[src/nrs_defines.vh]
// Constants for the nibble rotate, restart, subtract with borrow and set-carry unit
// Behaviour
// - Memory low nibble goes to accumulator low
// - Accumulator low to memory high; memory high to low
// - Accumulator high nibble kept by nibble rotate
// - Nibble rotate takes 4 cycles, 16 states
// - Rotate flags from A; H, N cleared
// - Restart pushes PC high then low, predecrementing
// - Restart loads PC with vector field times 08H
// - Restart takes 3 cycles, 11 states, then fetch
// - 8-bit subtract: A minus operand minus carry
// - Register select codes B..L, A is 111
// - Subtract states: 4 reg, 6 imm/ptr, 14 indexed
// - Byte subtract: borrow flags H, C; N set
// - 16-bit subtract: pointer minus pair minus carry
// - Pair select BC DE pointer stack pointer
// - Wide subtract: H borrows bit 12, N set
// - Force carry sets C, clears H N
`ifndef NRS_DEFINES_VH
`define NRS_DEFINES_VH
`define NRS_OP_NONE 3'h0
`define NRS_OP_NIB_ROT 3'h1
`define NRS_OP_RST 3'h2
`define NRS_OP_SUB8 3'h3
`define NRS_OP_SUB16 3'h4
`define NRS_OP_FORCE_C 3'h5
`define NRS_OP_ORA 3'h6
`define NRS_SRC_REG 2'h0
`define NRS_SRC_IMM 2'h1
`define NRS_SRC_PTR 2'h2
`define NRS_SRC_IDX 2'h3
`define NRS_ST_NIB_ROT 5'h10
`define NRS_ST_RST 5'h0B
`define NRS_ST_SUB_REG 5'h04
`define NRS_ST_SUB_MEM 5'h06
`define NRS_ST_SUB_IDX 5'h0E
`define NRS_ST_SUB16 5'h0A
`define NRS_ST_FORCE_C 5'h03
`define NRS_ST_ORA 5'h04
`define NRS_CNT_RD 5'h02
`define NRS_CNT_PUSH_HI 5'h04
`define NRS_CNT_PUSH_LO 5'h07
`define NRS_CNT_ROT_WR 5'h0E
`define NRS_FS 7
`define NRS_FZ 6
`define NRS_FH 4
`define NRS_FPV 2
`define NRS_FN 1
`define NRS_FC 0
`define NRS_VEC_STEP 8'h08
`define NRS_RST_F 8'h00
`define NRS_RST_SP 16'hFFFF
`endif

[src/nrs_unit.v]
// Execution unit for nibble rotate, restart, subtract with borrow and set-carry
`timescale 1ns/1ps
`include "nrs_defines.vh"
module nrs_unit (
   // Clock and reset
   input wire clk_in,
   input wire srst_in,
   // Instruction request
   input wire start_in,
   input wire [2:0] op_in,
   input wire [1:0] src_mode_in,
   input wire [2:0] field_in,
   input wire [1:0] pair_in,
   input wire [7:0] imm_in,
   input wire [7:0] disp_in,
   input wire idx_sel_in,
   // Architectural state loading
   input wire load_in,
   input wire [7:0] load_a_in,
   input wire [7:0] load_f_in,
   input wire [15:0] load_bc_in,
   input wire [15:0] load_de_in,
   input wire [15:0] load_pointer_pair_in,
   input wire [15:0] load_sp_in,
   input wire [15:0] load_pc_in,
   input wire [15:0] load_index_reg_first_in,
   input wire [15:0] load_index_reg_second_in,
   // Memory read data
   input wire [7:0] mem_rdata_in,
   // Memory access
   output reg [15:0] mem_addr_out,
   output reg [7:0] mem_wdata_out,
   output reg mem_rd_out,
   output reg mem_wr_out,
   // Status and state
   output wire busy_out,
   output reg done_out,
   output reg [7:0] acc_out,
   output reg [7:0] flags_out,
   output reg [15:0] bc_out,
   output reg [15:0] de_out,
   output reg [15:0] pointer_pair_out,
   output reg [15:0] sp_out,
   output reg [15:0] pc_out
);
   reg [15:0] index_reg_first_r;
   reg [15:0] index_reg_second_r;
   reg [4:0] cnt_r;
   reg [4:0] len_r;
   reg [2:0] op_r;
   reg [1:0] src_r;
   reg [2:0] fld_r;
   reg [1:0] pair_r;
   reg [7:0] imm_r;
   reg [15:0] eaddr_r;
   reg [7:0] mem_r;
   wire carry_flag = flags_out[`NRS_FC];
   wire active = (op_r != `NRS_OP_NONE);
   assign busy_out = active;
   // Register select, code 110 reads as zero; the memory operand comes from the source mode
   reg [7:0] reg_val;
   always @* begin
      case (fld_r)
         3'h0: reg_val = bc_out[15:8];
         3'h1: reg_val = bc_out[7:0];
         3'h2: reg_val = de_out[15:8];
         3'h3: reg_val = de_out[7:0];
         3'h4: reg_val = pointer_pair_out[15:8];
         3'h5: reg_val = pointer_pair_out[7:0];
         3'h7: reg_val = acc_out;
         default: reg_val = 8'h00;
      endcase
   end
   reg [7:0] opnd;
   always @* begin
      case (src_r)
         `NRS_SRC_REG: opnd = reg_val;
         `NRS_SRC_IMM: opnd = imm_r;
         default: opnd = mem_r;
      endcase
   end
   // 8-bit subtract with borrow
   wire [8:0] d8 = {1'b0, acc_out} - {1'b0, opnd} - {8'h00, carry_flag};
   wire [4:0] d4 = {1'b0, acc_out[3:0]} - {1'b0, opnd[3:0]} - {4'h0, carry_flag};
   wire v8 = (acc_out[7] ^ opnd[7]) & (acc_out[7] ^ d8[7]);
   reg [15:0] pr_val;
   always @* begin
      case (pair_r)
         2'h0: pr_val = bc_out;
         2'h1: pr_val = de_out;
         2'h2: pr_val = pointer_pair_out;
         default: pr_val = sp_out;
      endcase
   end
   wire [16:0] d16 = {1'b0, pointer_pair_out} - {1'b0, pr_val} - {16'h0000, carry_flag};
   wire [12:0] d12 = {1'b0, pointer_pair_out[11:0]} - {1'b0, pr_val[11:0]} -
                     {12'h000, carry_flag};
   wire v16 = (pointer_pair_out[15] ^ pr_val[15]) & (pointer_pair_out[15] ^ d16[15]);
   wire [7:0] rot_a = {acc_out[7:4], mem_r[3:0]};
   wire [7:0] rot_m = {acc_out[3:0], mem_r[7:4]};
   wire [7:0] ora = acc_out | acc_out;
   wire last = active && (cnt_r == len_r - 5'h01);
   reg [4:0] len_sel;
   always @* begin
      case (op_in)
         `NRS_OP_NIB_ROT: len_sel = `NRS_ST_NIB_ROT;
         `NRS_OP_RST: len_sel = `NRS_ST_RST;
         `NRS_OP_SUB8: begin
            case (src_mode_in)
               `NRS_SRC_REG: len_sel = `NRS_ST_SUB_REG;
               `NRS_SRC_IDX: len_sel = `NRS_ST_SUB_IDX;
               default: len_sel = `NRS_ST_SUB_MEM;
            endcase
         end
         `NRS_OP_SUB16: len_sel = `NRS_ST_SUB16;
         `NRS_OP_FORCE_C: len_sel = `NRS_ST_FORCE_C;
         `NRS_OP_ORA: len_sel = `NRS_ST_ORA;
         default: len_sel = 5'h01;
      endcase
   end
   wire [15:0] idx_base = idx_sel_in ? index_reg_second_r : index_reg_first_r;
   wire [15:0] idx_addr = idx_base + {{8{disp_in[7]}}, disp_in};
   wire need_mem = (op_in == `NRS_OP_NIB_ROT) ||
                   ((op_in == `NRS_OP_SUB8) &&
                    (src_mode_in == `NRS_SRC_PTR || src_mode_in == `NRS_SRC_IDX));
   // Memory read happens at state 2 counted from the start of the instruction; result lands at the end
   wire rd_now = active && (cnt_r == `NRS_CNT_RD) && (op_r == `NRS_OP_NIB_ROT ||
                 (op_r == `NRS_OP_SUB8 && src_r != `NRS_SRC_REG && src_r != `NRS_SRC_IMM));
   always @(posedge clk_in) begin
      if (srst_in) begin
         op_r <= `NRS_OP_NONE;
         cnt_r <= 5'd0;
         len_r <= 5'd1;
         src_r <= 2'h0;
         fld_r <= 3'h0;
         pair_r <= 2'h0;
         imm_r <= 8'h00;
         eaddr_r <= 16'h0000;
         mem_r <= 8'h00;
         mem_addr_out <= 16'h0000;
         mem_wdata_out <= 8'h00;
         mem_rd_out <= 1'b0;
         mem_wr_out <= 1'b0;
         done_out <= 1'b0;
         acc_out <= 8'h00;
         flags_out <= `NRS_RST_F;
         bc_out <= 16'h0000;
         de_out <= 16'h0000;
         pointer_pair_out <= 16'h0000;
         sp_out <= `NRS_RST_SP;
         pc_out <= 16'h0000;
         index_reg_first_r <= 16'h0000;
         index_reg_second_r <= 16'h0000;
      end else begin
         mem_rd_out <= 1'b0;
         mem_wr_out <= 1'b0;
         done_out <= 1'b0;
         if (!active) begin
            if (load_in) begin
               acc_out <= load_a_in;
               flags_out <= load_f_in;
               bc_out <= load_bc_in;
               de_out <= load_de_in;
               pointer_pair_out <= load_pointer_pair_in;
               sp_out <= load_sp_in;
               pc_out <= load_pc_in;
               index_reg_first_r <= load_index_reg_first_in;
               index_reg_second_r <= load_index_reg_second_in;
            end else if (start_in && op_in != `NRS_OP_NONE && op_in != 3'h7) begin
               op_r <= op_in;
               len_r <= len_sel;
               cnt_r <= 5'd0;
               src_r <= src_mode_in;
               fld_r <= field_in;
               pair_r <= pair_in;
               imm_r <= imm_in;
               eaddr_r <= (op_in == `NRS_OP_SUB8 && src_mode_in == `NRS_SRC_IDX) ?
                          idx_addr : pointer_pair_out;
               if (need_mem) begin
                  mem_addr_out <= (op_in == `NRS_OP_SUB8 && src_mode_in == `NRS_SRC_IDX) ?
                                  idx_addr : pointer_pair_out;
               end
            end
         end else begin
            cnt_r <= cnt_r + 5'd1;
            if (rd_now) begin
               mem_rd_out <= 1'b1;
               mem_r <= mem_rdata_in;
            end
            // Restart push: predecrement, high byte first, then low
            if (op_r == `NRS_OP_RST) begin
               if (cnt_r == `NRS_CNT_PUSH_HI) begin
                  sp_out <= sp_out - 16'h0001;
                  mem_addr_out <= sp_out - 16'h0001;
                  mem_wdata_out <= pc_out[15:8];
                  mem_wr_out <= 1'b1;
               end
               if (cnt_r == `NRS_CNT_PUSH_LO) begin
                  sp_out <= sp_out - 16'h0001;
                  mem_addr_out <= sp_out - 16'h0001;
                  mem_wdata_out <= pc_out[7:0];
                  mem_wr_out <= 1'b1;
               end
            end
            // Nibble rotate write back in the final 3-state cycle
            if (op_r == `NRS_OP_NIB_ROT && cnt_r == `NRS_CNT_ROT_WR) begin
               mem_addr_out <= eaddr_r;
               mem_wdata_out <= rot_m;
               mem_wr_out <= 1'b1;
            end
            if (last) begin
               op_r <= `NRS_OP_NONE;
               done_out <= 1'b1;
               case (op_r)
                  `NRS_OP_NIB_ROT: begin
                     acc_out <= rot_a;
                     flags_out[`NRS_FS] <= rot_a[7];
                     flags_out[`NRS_FZ] <= (rot_a == 8'h00);
                     flags_out[`NRS_FPV] <= ~^rot_a;
                     flags_out[`NRS_FH] <= 1'b0;
                     flags_out[`NRS_FN] <= 1'b0;
                  end
                  `NRS_OP_RST: begin
                     pc_out <= {8'h00, {2'b00, fld_r} * `NRS_VEC_STEP};
                  end
                  `NRS_OP_SUB8: begin
                     acc_out <= d8[7:0];
                     flags_out[`NRS_FS] <= d8[7];
                     flags_out[`NRS_FZ] <= (d8[7:0] == 8'h00);
                     flags_out[`NRS_FH] <= d4[4];
                     flags_out[`NRS_FPV] <= v8;
                     flags_out[`NRS_FN] <= 1'b1;
                     flags_out[`NRS_FC] <= d8[8];
                  end
                  `NRS_OP_SUB16: begin
                     pointer_pair_out <= d16[15:0];
                     flags_out[`NRS_FS] <= d16[15];
                     flags_out[`NRS_FZ] <= (d16[15:0] == 16'h0000);
                     flags_out[`NRS_FH] <= d12[12];
                     flags_out[`NRS_FPV] <= v16;
                     flags_out[`NRS_FN] <= 1'b1;
                     flags_out[`NRS_FC] <= d16[16];
                  end
                  `NRS_OP_FORCE_C: begin
                     flags_out[`NRS_FC] <= 1'b1;
                     flags_out[`NRS_FH] <= 1'b0;
                     flags_out[`NRS_FN] <= 1'b0;
                  end
                  `NRS_OP_ORA: begin
                     acc_out <= ora;
                     flags_out[`NRS_FS] <= ora[7];
                     flags_out[`NRS_FZ] <= (ora == 8'h00);
                     flags_out[`NRS_FH] <= 1'b0;
                     flags_out[`NRS_FPV] <= ~^ora;
                     flags_out[`NRS_FN] <= 1'b0;
                     flags_out[`NRS_FC] <= 1'b0;
                  end
                  default: op_r <= `NRS_OP_NONE;
               endcase
            end
         end
      end
   end
endmodule // nrs_unit

[config.mk]
export PLATFORM = sky130hd
export DESIGN_NAME = nrs_unit
export DESIGN_NICKNAME = d
export VERILOG_FILES = /design/src/nrs_unit.v
export VERILOG_INCLUDE_DIRS = /design/src
export SDC_FILE = /design/constraint.sdc
export NUM_CORES = 1
export LEC_CHECK = 0
export ABC_AREA = 0
export BUFFER_PORTS_ARGS = -buffer_cell sky130_fd_sc_hd__buf_2
export CAP_MARGIN = 10
export CORE_MARGIN = 1
export CORE_UTILIZATION = 40
export CTS_CLUSTER_DIAMETER = 150
export CTS_CLUSTER_SIZE = 12
export DETAILED_ROUTE_END_ITERATION = 6
export GPL_ROUTABILITY_DRIVEN = 1
export HOLD_SLACK_MARGIN = 0.15
export PLACE_DENSITY_LB_ADDON = 0.08
export SETUP_SLACK_MARGIN = 0.2
export SLEW_MARGIN = 20
export SYNTH_ARGS = -nofsm -noshare
export SYNTH_HDL_FRONTEND = slang
export SYNTH_SLANG_ARGS = --single-unit
[constraint.sdc]
create_clock -name clk_in -period 8 [get_ports clk_in]
set_input_delay 0 -clock clk_in [delete_from_list [all_inputs] [get_ports clk_in]]
set_output_delay 0 -clock clk_in [all_outputs]
set_load 0.05 [all_outputs]
# ---- Yosys cells after proc, flatten, opt, wreduce, memory -nomap -nowiden
# Cells that the tools add are included.
dict set report word_totals {
  ff_bits 207
  out_inout_bits 124
  elab_cells 201
}
dict set report op_classes {
  add_sub_neg 12
  eq_ne 44
  n_mux 58
  bitwise 9
  reduce_logical 50
}
# cell n
set ops {}
lappend ops {{16-bit 2-to-1 mux} 20}
lappend ops {{8-bit 2-to-1 mux} 8}
lappend ops {{8-bit case mux with 7 select lines} 1}
lappend ops {{16-bit case mux with 3 select lines} 1}
lappend ops {{3-bit AND reduction} 11}
lappend ops {{5-bit case mux with 6 select lines} 1}
lappend ops {{3-bit == test (second input constant)} 9}
lappend ops {{8-bit logical NOT} 3}
lappend ops {{8-bit case mux with 3 select lines} 1}
lappend ops {{3-bit by 2-bit == test with 1-bit output (second input constant)} 6}
lappend ops {{3-bit 2-to-1 mux} 6}
lappend ops {{16-bit by 16-bit subtractor with 17-bit output} 1}
lappend ops {{17-bit by 1-bit subtractor with 17-bit output} 1}
lappend ops {{16-bit adder} 1}
lappend ops {{16-bit logical NOT} 1}
lappend ops {{8-bit case mux with 2 select lines} 1}
lappend ops {{8-bit XNOR reduction} 2}
lappend ops {{16-bit by 1-bit subtractor with 16-bit output (second input constant)} 1}
lappend ops {{5-bit 2-to-1 mux} 3}
lappend ops {{12-bit by 12-bit subtractor with 13-bit output} 1}
lappend ops {{13-bit by 1-bit subtractor with 13-bit output} 1}
lappend ops {{5-bit by 3-bit == test with 1-bit output (second input constant)} 2}
lappend ops {{1-bit logical AND} 10}
lappend ops {{2-bit by 1-bit inequality test with 1-bit output (second input constant)} 5}
lappend ops {{other kinds (39)} 76}

# ---- Depth between registers and ports, before layout
# Gate-level depths: netlist of the first run.
dict set report depth {
  depth_word 10
  depth_mapped 21
  mapped_depth_nobuf 19
}

# ---- Worst setup path before layout of the first run
# No wires, ideal clock.
dict set report synth_path {
  path_kind {register to register}
  from {register fld_r[2]}
  to {register flags_out[6]}
  setup_time_ns 0.086
  t_arrival_ns 4.425
  required_time_ns 7.914
  path_slack_ns 3.490
  path_stages_with_launch 20
  n_path_buf 2
  path_cell_list {dfxtp_1 > clkbuf_1 > and2_1 > clkbuf_1 > a22oi_1 > a21oi_1 > a21oi_1 > a221oi_1 > fa_1 > ha_1 > or2_2 > fa_1 > nand2b_1 > a2111oi_0 > nor2_1 > xnor2_1 > nand4b_1 > a31oi_1 > a41oi_1 > a211oi_1}
}
dict set report synth_between {
  elab_chain_cells 9
  word_cells_on_any_way 15
}
# element line_no
set synth_rtl {}
lappend synth_rtl {{from (decl)} nrs_unit.v:52} ;# reg [2:0] fld_r;
lappend synth_rtl {{from (signal assigned)} nrs_unit.v:174} ;# fld_r <= field_in;
lappend synth_rtl {{3-bit == test, or another cell as far along} nrs_unit.v:63} ;# case (fld_r)
lappend synth_rtl {{8-bit case mux with 7 select lines *} nrs_unit.v:63}
lappend synth_rtl {{8-bit case mux with 2 select lines *} nrs_unit.v:76} ;# case (src_r)
lappend synth_rtl {{8-bit by 8-bit subtractor with 9-bit output *} nrs_unit.v:83} ;# wire [8:0] d8 = {1'b0, acc_out} - {1'b0, opnd} - {8'h00, carry_flag};
lappend synth_rtl {{9-bit by 1-bit subtractor with 9-bit output *} nrs_unit.v:83}
lappend synth_rtl {{8-bit logical NOT *} nrs_unit.v:229} ;# flags_out[`NRS_FZ] <= (d8[7:0] == 8'h00);
lappend synth_rtl {{2-bit case mux with 4 select lines *} nrs_unit.v:214} ;# case (op_r)
lappend synth_rtl {{2-bit 2-to-1 mux *} nrs_unit.v:211} ;# if (last) begin
lappend synth_rtl {{2-bit 2-to-1 mux *} nrs_unit.v:158} ;# if (!active) begin
lappend synth_rtl {{to (signal, indexed assignment)} nrs_unit.v:229}
lappend synth_rtl {{to (signal, indexed assignment)} nrs_unit.v:230} ;# flags_out[`NRS_FH] <= d4[4];
lappend synth_rtl {{to (signal, indexed assignment)} nrs_unit.v:231} ;# flags_out[`NRS_FPV] <= v8;
lappend synth_rtl {{to (decl)} nrs_unit.v:39} ;# output reg [7:0] flags_out,
# Every way passes the cells marked *; elsewhere a longest branch is shown, timed or not. The select of a mux whose other input is x is not followed.
# A chain may end at the register's enable or synchronous reset.

# ---- Final worst setup path of the first run
dict set report layout_path {
  from {register fld_r[2]}
  to {register flags_out[0]}
}
dict set report layout_between {
  elab_chain_cells 8
  word_cells_on_any_way 14
}
# element line_no
set layout_rtl {}
lappend layout_rtl {{3-bit == test, or another cell as far along} nrs_unit.v:63}
lappend layout_rtl {{8-bit case mux with 7 select lines *} nrs_unit.v:63}
lappend layout_rtl {{8-bit case mux with 2 select lines *} nrs_unit.v:76}
lappend layout_rtl {{8-bit by 8-bit subtractor with 9-bit output *} nrs_unit.v:83}
lappend layout_rtl {{9-bit by 1-bit subtractor with 9-bit output *} nrs_unit.v:83}
lappend layout_rtl {{1-bit case mux with 4 select lines *} nrs_unit.v:214}
lappend layout_rtl {{3-bit 2-to-1 mux *} nrs_unit.v:211}
lappend layout_rtl {{3-bit 2-to-1 mux *} nrs_unit.v:158}
lappend layout_rtl {{to (signal assigned)} nrs_unit.v:161} ;# flags_out <= load_f_in;
lappend layout_rtl {{to (signal, indexed assignment)} nrs_unit.v:217} ;# flags_out[`NRS_FS] <= rot_a[7];
lappend layout_rtl {{to (signal, indexed assignment)} nrs_unit.v:218} ;# flags_out[`NRS_FZ] <= (rot_a == 8'h00);
# Marked as above.

==> out/qor.yml, run 1 <==
setup_path:
  cpMaxStageDelayCell: "dfxtp_1"
  critPathLaunchType: "flop"
  critPathRequiredTime_ns: 8.42
  slowest_delay_ns: 0.83
  r2r_slack_ns: 2.27
  cp.arrival_ns: 6.15
  crit_top_cell: "a21oi_1"
  r2r-start: "fld_r[2]"
  cp_max_fo: 19
  reg2reg_to: "flags_out[0]"
  path_class: "flop to flop"
  path_cells: "and2_1, a221oi_1, a21oi_1, a21oi_1, a221oi_1, fa_1, ha_1, or2_2, fa_1, nand2b_1, a2111oi_0, o31ai_1, a21oi_1, xor2_1, o21ai_0, o2111a_1, nor3_1, dlygate4sd3_1"
  end_kind: "flop"
  worstRegToRegCells: 18
logic_synthesis:
  syn_avg_cell_area_um2: 7.72
  yosysWarnings: 0
  synth.largest_area_cell: "dfxtp_1"
  yosysTopAreaCellShare: 0.320
  async_reset_ff_frac: 0
  synth_seq_cells: 207
  syn-num-nets: 1918
  synth_area_um2: 12900
  synth_common_cells: "nand2_1, dfxtp_1, a21oi_1, nor2_1, clkbuf_1"
  synth_area_leaders: "dfxtp_1, nand2_1, a21oi_1"
  synth_most_common_cell: "nand2_1"
  seq_area_frac_synth: 0.320
  syn_inst: 1676
  synth_edf_count: 0
  ys.flop_type: "dfxtp_1"
  synth_cell_types: 68
route:
  ant_nets: 0
  dr.first_iter.drc_count: 1226
  first_pass_iters: 7
  num_vias: 13800
  wl_mm: 50.1
  via_per_inst: 5.54
  post_drt_wl_per_cell_um: 20.1
  drc_errors: 1
placed_design:
  numPortBuffers: 290
  gp_congestion: 0.941
  dp.cells: 2266
  hpwl_mm: 35.5
cts:
  clkSinkCount: 207
  cts_tree: "built"
  cts_buffers: 21
  clk_pin_slew_worst_paths_ns: 0.07
  cts_max_level: 1
  cts-resized-gates: 0
  clockBufferDepth: 3
  clk_latency_ns: 0.53
  cts-root-buf: "clkbuf_16"
finish:
  diodes: 0
  final_core_util: 0.540
  multi_input_area_um2: 8020
  syn2layout_area_growth_pct: 32.4
  seq_area_um2: 4150
  layout.cells.non_filler: 2485
  fillers: 3107
  nNetsFinal: 2325
  final_layout_size_suffix_gt1_frac: 0.189
timing:
  max_slew.worst_pin.slew_ns: 1.10
  fin_skew_ns: 0.0292
  fin_tns_setup_ns: 0
  drv_slew: 0
  min_period_ns: 5.73
  slew_headroom: 0.263
  setup-violations-final: 0
  fmax_mhz: 175
  grt_setup_unrepaired: "false"
  hold_viol: 0
  period_share: 0.716
run:
  maxCapViolCount: 0
die:
  rows: 65
  pin_count: 291
  start_util: 0.408
  dieArea_um2: 33100
  die_x_um: 182
  core_area_um2: 31700
  die_height_um: 182
pwr:
  power.leakage_nw: 7.35
  power.switching_mw: 1.50
  seqPwrFrac: 0.342
  clockPowerShare: 0.244
  intPower_mw: 2.16
  combPwrFrac: 0.414
  peakVddDrop_mv: 0.168
  sw_frac_of_total: 0.410
  total_power_mw: 3.66
  power_density_nw_per_um2: 213
run_status:
  status: "finished, violations left"
  violations: "design-rule violations"
global_routing:
  grt_pass1_wl_mm: 76.7
  antenna_found_initial: 0
  grt-ovfl-total: 0
  grt_usage: 0.298
  grt_pass1_vias: 13200
  grt_max_degree: 75
min_path:
  hold_class: "input port to flop"
  hold_start: "disp_in[5]"
  whs_path_depth: 5
  holdPathEnd: "eaddr_r[5]"
[cell type report]
class | instances | share of cell area
inverter | 97 | 0.0212
sequential | 207 | 0.242
multi-input combinational | 1253 | 0.468
timing repair buffer | 503 | 0.208
tap | 402 | 0.0293
clock buffer | 21 | 0.0307
clock inverter | 2 | 0.00117
[registers in the layout, indices dropped and copies added, names as in the netlist]
register / cells
bc_out: 16
de_out: 16
eaddr_r: 16
index_reg_first_r: 16
index_reg_second_r: 16
mem_addr_out: 16
pc_out: 16
pointer_pair_out: 16
sp_out: 16
acc_out: 8
flags_out: 8
imm_r: 8
mem_r: 8
mem_wdata_out: 8
cnt_r: 5
len_r: 5
fld_r: 3
op_r: 3
pair_r: 2
src_r: 2
done_out: 1
mem_rd_out: 1
mem_wr_out: 1
[placed cells by master, fill, tap and decap left out, types with 26 or more instances in the layout]
master,n
buf_2,289
nand2_1,288
dfxtp_1,206
dlygate4sd3_1,195
a21oi_1,182
nor2_1,156
inv_1,96
ha_1,70
o21ai_0,53
a211oi_1,41
xor2_1,36
mux2i_1,35
xnor2_1,33
o211ai_1,29
a22oi_1,26
nor3_1,26
[worst max-delay path: cells and delay by family (launching register included)]
kind	cells	cell delay [ns]
XOR/XNOR	1	0.09
buffers and inverters	1	0.57
AND/OR/NAND/NOR	4	0.86
flip-flops	1	0.83
AO/OA/AOI/OAI	9	2.19
adder cells (fa/ha/maj)	3	1.10
[stage by stage]
stage	setup WS (ns)	cell area, µm²	hold WS (ns)
global route	1.95	17100	0.228
finish	2.27	17100	0.155
detailed placement	2.74	14600	0.241
global placement	2.78	14600	0.234
floorplan	3.49	12900	0.136
CTS	2.31	17100	0.153
[metal layers]
metal / part of all wire / vias to the layer above / wire length [µm] / track usage
li1: - / 6671 / - / -
met1: 0.44 / 6507 / 22200 / 0.397
met2: 0.47 / 500 / 23600 / 0.503
met3: 0.056 / 77 / 2810 / 0.0337
met4: 0.029 / 0 / 1460 / 0.0904
met5: 0 / - / 0 / 0
[worst max-delay path by stage]
stage / to / from / slack (ns) / cells past startpoint
floorplan: flags_out[6] / fld_r[2] / 3.49 / 19
global placement: flags_out[6] / fld_r[0] / 2.78 / 17
detailed placement: flags_out[6] / fld_r[0] / 2.74 / 17
CTS: flags_out[0] / fld_r[0] / 2.31 / 18
global route: flags_out[0] / fld_r[0] / 1.95 / 18
finish: flags_out[0] / fld_r[2] / 2.27 / 18
[logic make-up after synthesis]
group | synth area share
simple gates | 0.197
xor+xnor | 0.0467
mux | 0.0793
flops | 0.320
buf+inv | 0.0628
compound gates | 0.219
fa+ha+maj | 0.0754
[power groups by stage]
stage,Clock (mW),Combinational [mW],Sequential (mW)
after global routing,0.956,1.66,1.26
after CTS,0.916,1.50,1.25
after detailed placement,0,1.41,1.27
final,0.891,1.52,1.25
after global placement,0,1.40,1.27
after floorplan,0,0.872,1.38
[what timing repair did]
action | 4_1_cts | 5_1_grt
endpoints found under the hold margin | 177 | 0
hold buffers | 195 | 0
setup buffers | 0 | 0
Note: power is estimated with default switching activity, not from simulation.
==> run 2: changes to the inputs <==
==> constraint.sdc (replaced) <==
create_clock -name clk_in -period 5.1 [get_ports clk_in]
set_input_delay 0 -clock clk_in [delete_from_list [all_inputs] [get_ports clk_in]]
set_output_delay 0 -clock clk_in [all_outputs]
set_load 0.05 [all_outputs]
==> run 2 against run 1 <==
  * The run now ends clean
  * Maximum frequency up 27%
  * Critical path depth up 1
  * Count of clock-buffer cells in the layout unchanged
  * Critical path type unchanged
  * Highest routed layer unchanged
==> out/qor.yml, run 2 (synthesis results as in run 1) <==
finish:
  diodes: 0  # unchanged
  multi_input_area_um2: 8020  # about the same
  final_layout_size_suffix_gt1_frac: 0.190  # was 0.189
  fillers: 3046  # was 3107
  syn2layout_area_growth_pct: 34.7  # was 32.4%
  final_common_cell: "buf_2"  # unchanged
  nNetsFinal: 2358  # was 2325
  final_core_util: 0.550  # was 0.540
  layout_common_cells: "buf_2, nand2_1, dlygate4sd3_1"  # was buf_2, nand2_1, dfxtp_1
  seq_area_um2: 4140  # was 4150 µm²
timing:
  max_slew.worst_pin.slew_ns: 0.963  # was 1.10 ns
  slew_headroom: 0.354  # was 0.263
  fin_skew_ns: 0.0198  # was 0.0292 ns
  min_period_ns: 4.50  # was 5.73 ns
  hold_viol: 0  # unchanged
  fin_tns_setup_ns: 0  # unchanged
  layout_setup_ws_ns: 0.603  # was 2.27 ns
  period_share: 0.882  # was 0.716
  grt_setup_unrepaired: "false"  # unchanged
  drv_slew: 0  # unchanged
  setup-violations-final: 0  # unchanged
  fmax_mhz: 222  # was 175 MHz
  whs_ns: 0.179  # was 0.155 ns
cts:
  cts_tree: "built"  # unchanged
  clockBufferDepth: 3  # unchanged
  clkSinkCount: 207  # unchanged
  clk_latency_ns: 0.53  # about the same
  cts-root-buf: "clkbuf_16"  # unchanged
  clk_pin_slew_worst_paths_ns: 0.08  # was 0.07 ns
  cts_buffers: 21  # unchanged
  post_cts_buffers: 0  # unchanged
  cts_max_level: 1  # unchanged
pwr:
  total_power_mw: 5.76  # was 3.66 mW
  intPower_mw: 3.40  # was 2.16 mW
  power_density_nw_per_um2: 330  # was 213 nW/µm²
  power.leakage_nw: 7.53  # was 7.35 nW
  sw_frac_of_total: 0.410  # about the same
  power.switching_mw: 2.36  # was 1.50 mW
  combPwrFrac: 0.420  # was 0.414
  peakVddDrop_mv: 0.205  # was 0.168 mV
  clockPowerShare: 0.243  # was 0.244
  seqPwrFrac: 0.337  # was 0.342
setup_path:
  slowest_delay_ns: 0.49  # was 0.83 ns
  worstRegToRegCells: 19  # was 18
  critPathLaunchType: "flop"  # unchanged
  end_kind: "flop"  # unchanged
  crit_top_cell: "a21oi_1"  # unchanged
  critPathRequiredTime_ns: 5.46  # was 8.42 ns
  path_cells: "buf_4, mux2_2, a21oi_1, o22ai_1, a311oi_1, a21oi_1, nor2_1, a21oi_1, ha_1, inv_1, ha_1, nor4b_1, a211oi_1, and4_1, nor3_1, xnor2_1, nor4b_1, a311oi_1, a211oi_1"  # was and2_1, a221oi_1, a21oi_1, a21oi_1, a221oi_1, fa_1, ha_1, or2_2, fa_1, nand2b_1, a2111oi_0, o31ai_1, a21oi_1, xor2_1, o21ai_0, o2111a_1, nor3_1, dlygate4sd3_1
  cp.arrival_ns: 4.86  # was 6.15 ns
  cpMaxStageDelayCell: "nor3_1"  # was dfxtp_1
  cp_max_fo: 20  # was 19
  path_class: "flop to flop"  # unchanged
route:
  first_pass_iters: 5  # was 7
  wl_mm: 50.4  # was 50.1 mm
  via_per_inst: 5.52  # was 5.54
  ant_nets: 0  # unchanged
  post_drt_wl_per_cell_um: 20.0  # was 20.1 µm
  drc_errors: 0  # was 1
  num_vias: 13900  # was 13800
  dr.first_iter.drc_count: 1044  # was 1226
global_routing:
  grt-ovfl-total: 0  # unchanged
  grt_max_degree: 108  # was 75
  grt_pass1_vias: 13300  # was 13200
  grt_usage: 0.297  # was 0.298
  antenna_found_initial: 1  # was 0
  grt_pass1_wl_mm: 76.6  # was 76.7 mm
placed_design:
  hpwl_mm: 36.1  # was 35.5 mm
  gp_congestion: 0.940  # was 0.941
  numPortBuffers: 290  # unchanged
  place_worst_setup_slack_ns: 0.459  # was 2.74 ns
die:
  pin_count: 291  # unchanged
  core_area_um2: 31700  # unchanged
  die_height_um: 182  # unchanged
  rows: 65  # unchanged
  dieArea_um2: 33100  # unchanged
  die_x_um: 182  # unchanged
  start_util: 0.408  # unchanged
min_path:
  whs_path_depth: 4  # was 5
  hold_class: "input port to flop"  # unchanged
run_status:
  status: "complete, no violations"  # was finished, violations left
run:
  maxCapViolCount: 0  # unchanged
run 2: changes by cell type in the layout (fill, tap and decap cells not counted):
cell,change
a2111oi_2,+1
buf_16,-1
a2111oi_0,-1
buf_4,+9
dlygate4sd3_1,+25
dfxtp_2,-1
dfxtp_1,+1
run 2: cell type report:
class | instances | share of cell area
well taps | 402 | 0.0288
clock buffers | 21 | 0.0301
flip-flops and latches | 207 | 0.238
multi-input cells | 1253 | 0.460
inverters | 97 | 0.0209
repair buffers | 536 | 0.221
clock inverters | 2 | 0.00115
run 2: layer usage:
layer	track usage	up-vias	wire (µm)
met5	0	-	0
met1	0.388	6565	22000
met3	0.0361	100	2790
met4	0.102	0	1780
met2	0.505	490	23800
li1	-	6742	-
run 2: critical path, delay by kind of cell, from the launching register on:
family,cells,cell delay (ns)
buffers and inverters,2,0.33
and+or+nand+nor,5,1.22
adders and majority gates,2,0.52
muxes,1,0.36
AOI/OAI and AO/OA,8,1.26
xor gates and xnor gates,1,0.19
DFF,1,0.43
run 2: stage by stage:
step	std cells	area [µm²]
floorplan	1676	12900
global placement	2275	14700
detailed placement	2275	14700
CTS	2518	17400
global route	2518	17400
finish	2518	17400
run 2: path summary, 6_finish.rpt:
| kind | slack [ns] | start | end |
|---|---|---|---|
| max reg2reg | 0.60 | fld_r[1] | flags_out[2] |
| min reg2reg | 0.45 | index_reg_second_r[3] | index_reg_second_r[3] |
| max | 0.60 | fld_r[1] | flags_out[2] |
| min | 0.18 | disp_in[7] | mem_addr_out[15] |
run 2: repair_timing:
action,in CTS,in global routing
resized for setup,0,2
setup endpoints to repair,0,2
hold endpoints to repair,181,0
hold buffers,220,0
run 2: power groups by stage:
stage	Sequential, mW	Combinational, mW	Clock, mW
6_report	1.94	2.42	1.40
5_1_grt	1.95	2.63	1.49
4_1_cts	1.94	2.39	1.43
3_5_place_dp	1.97	2.23	0
3_3_place_gp	1.97	2.22	0
2_1_floorplan	2.17	1.37	0
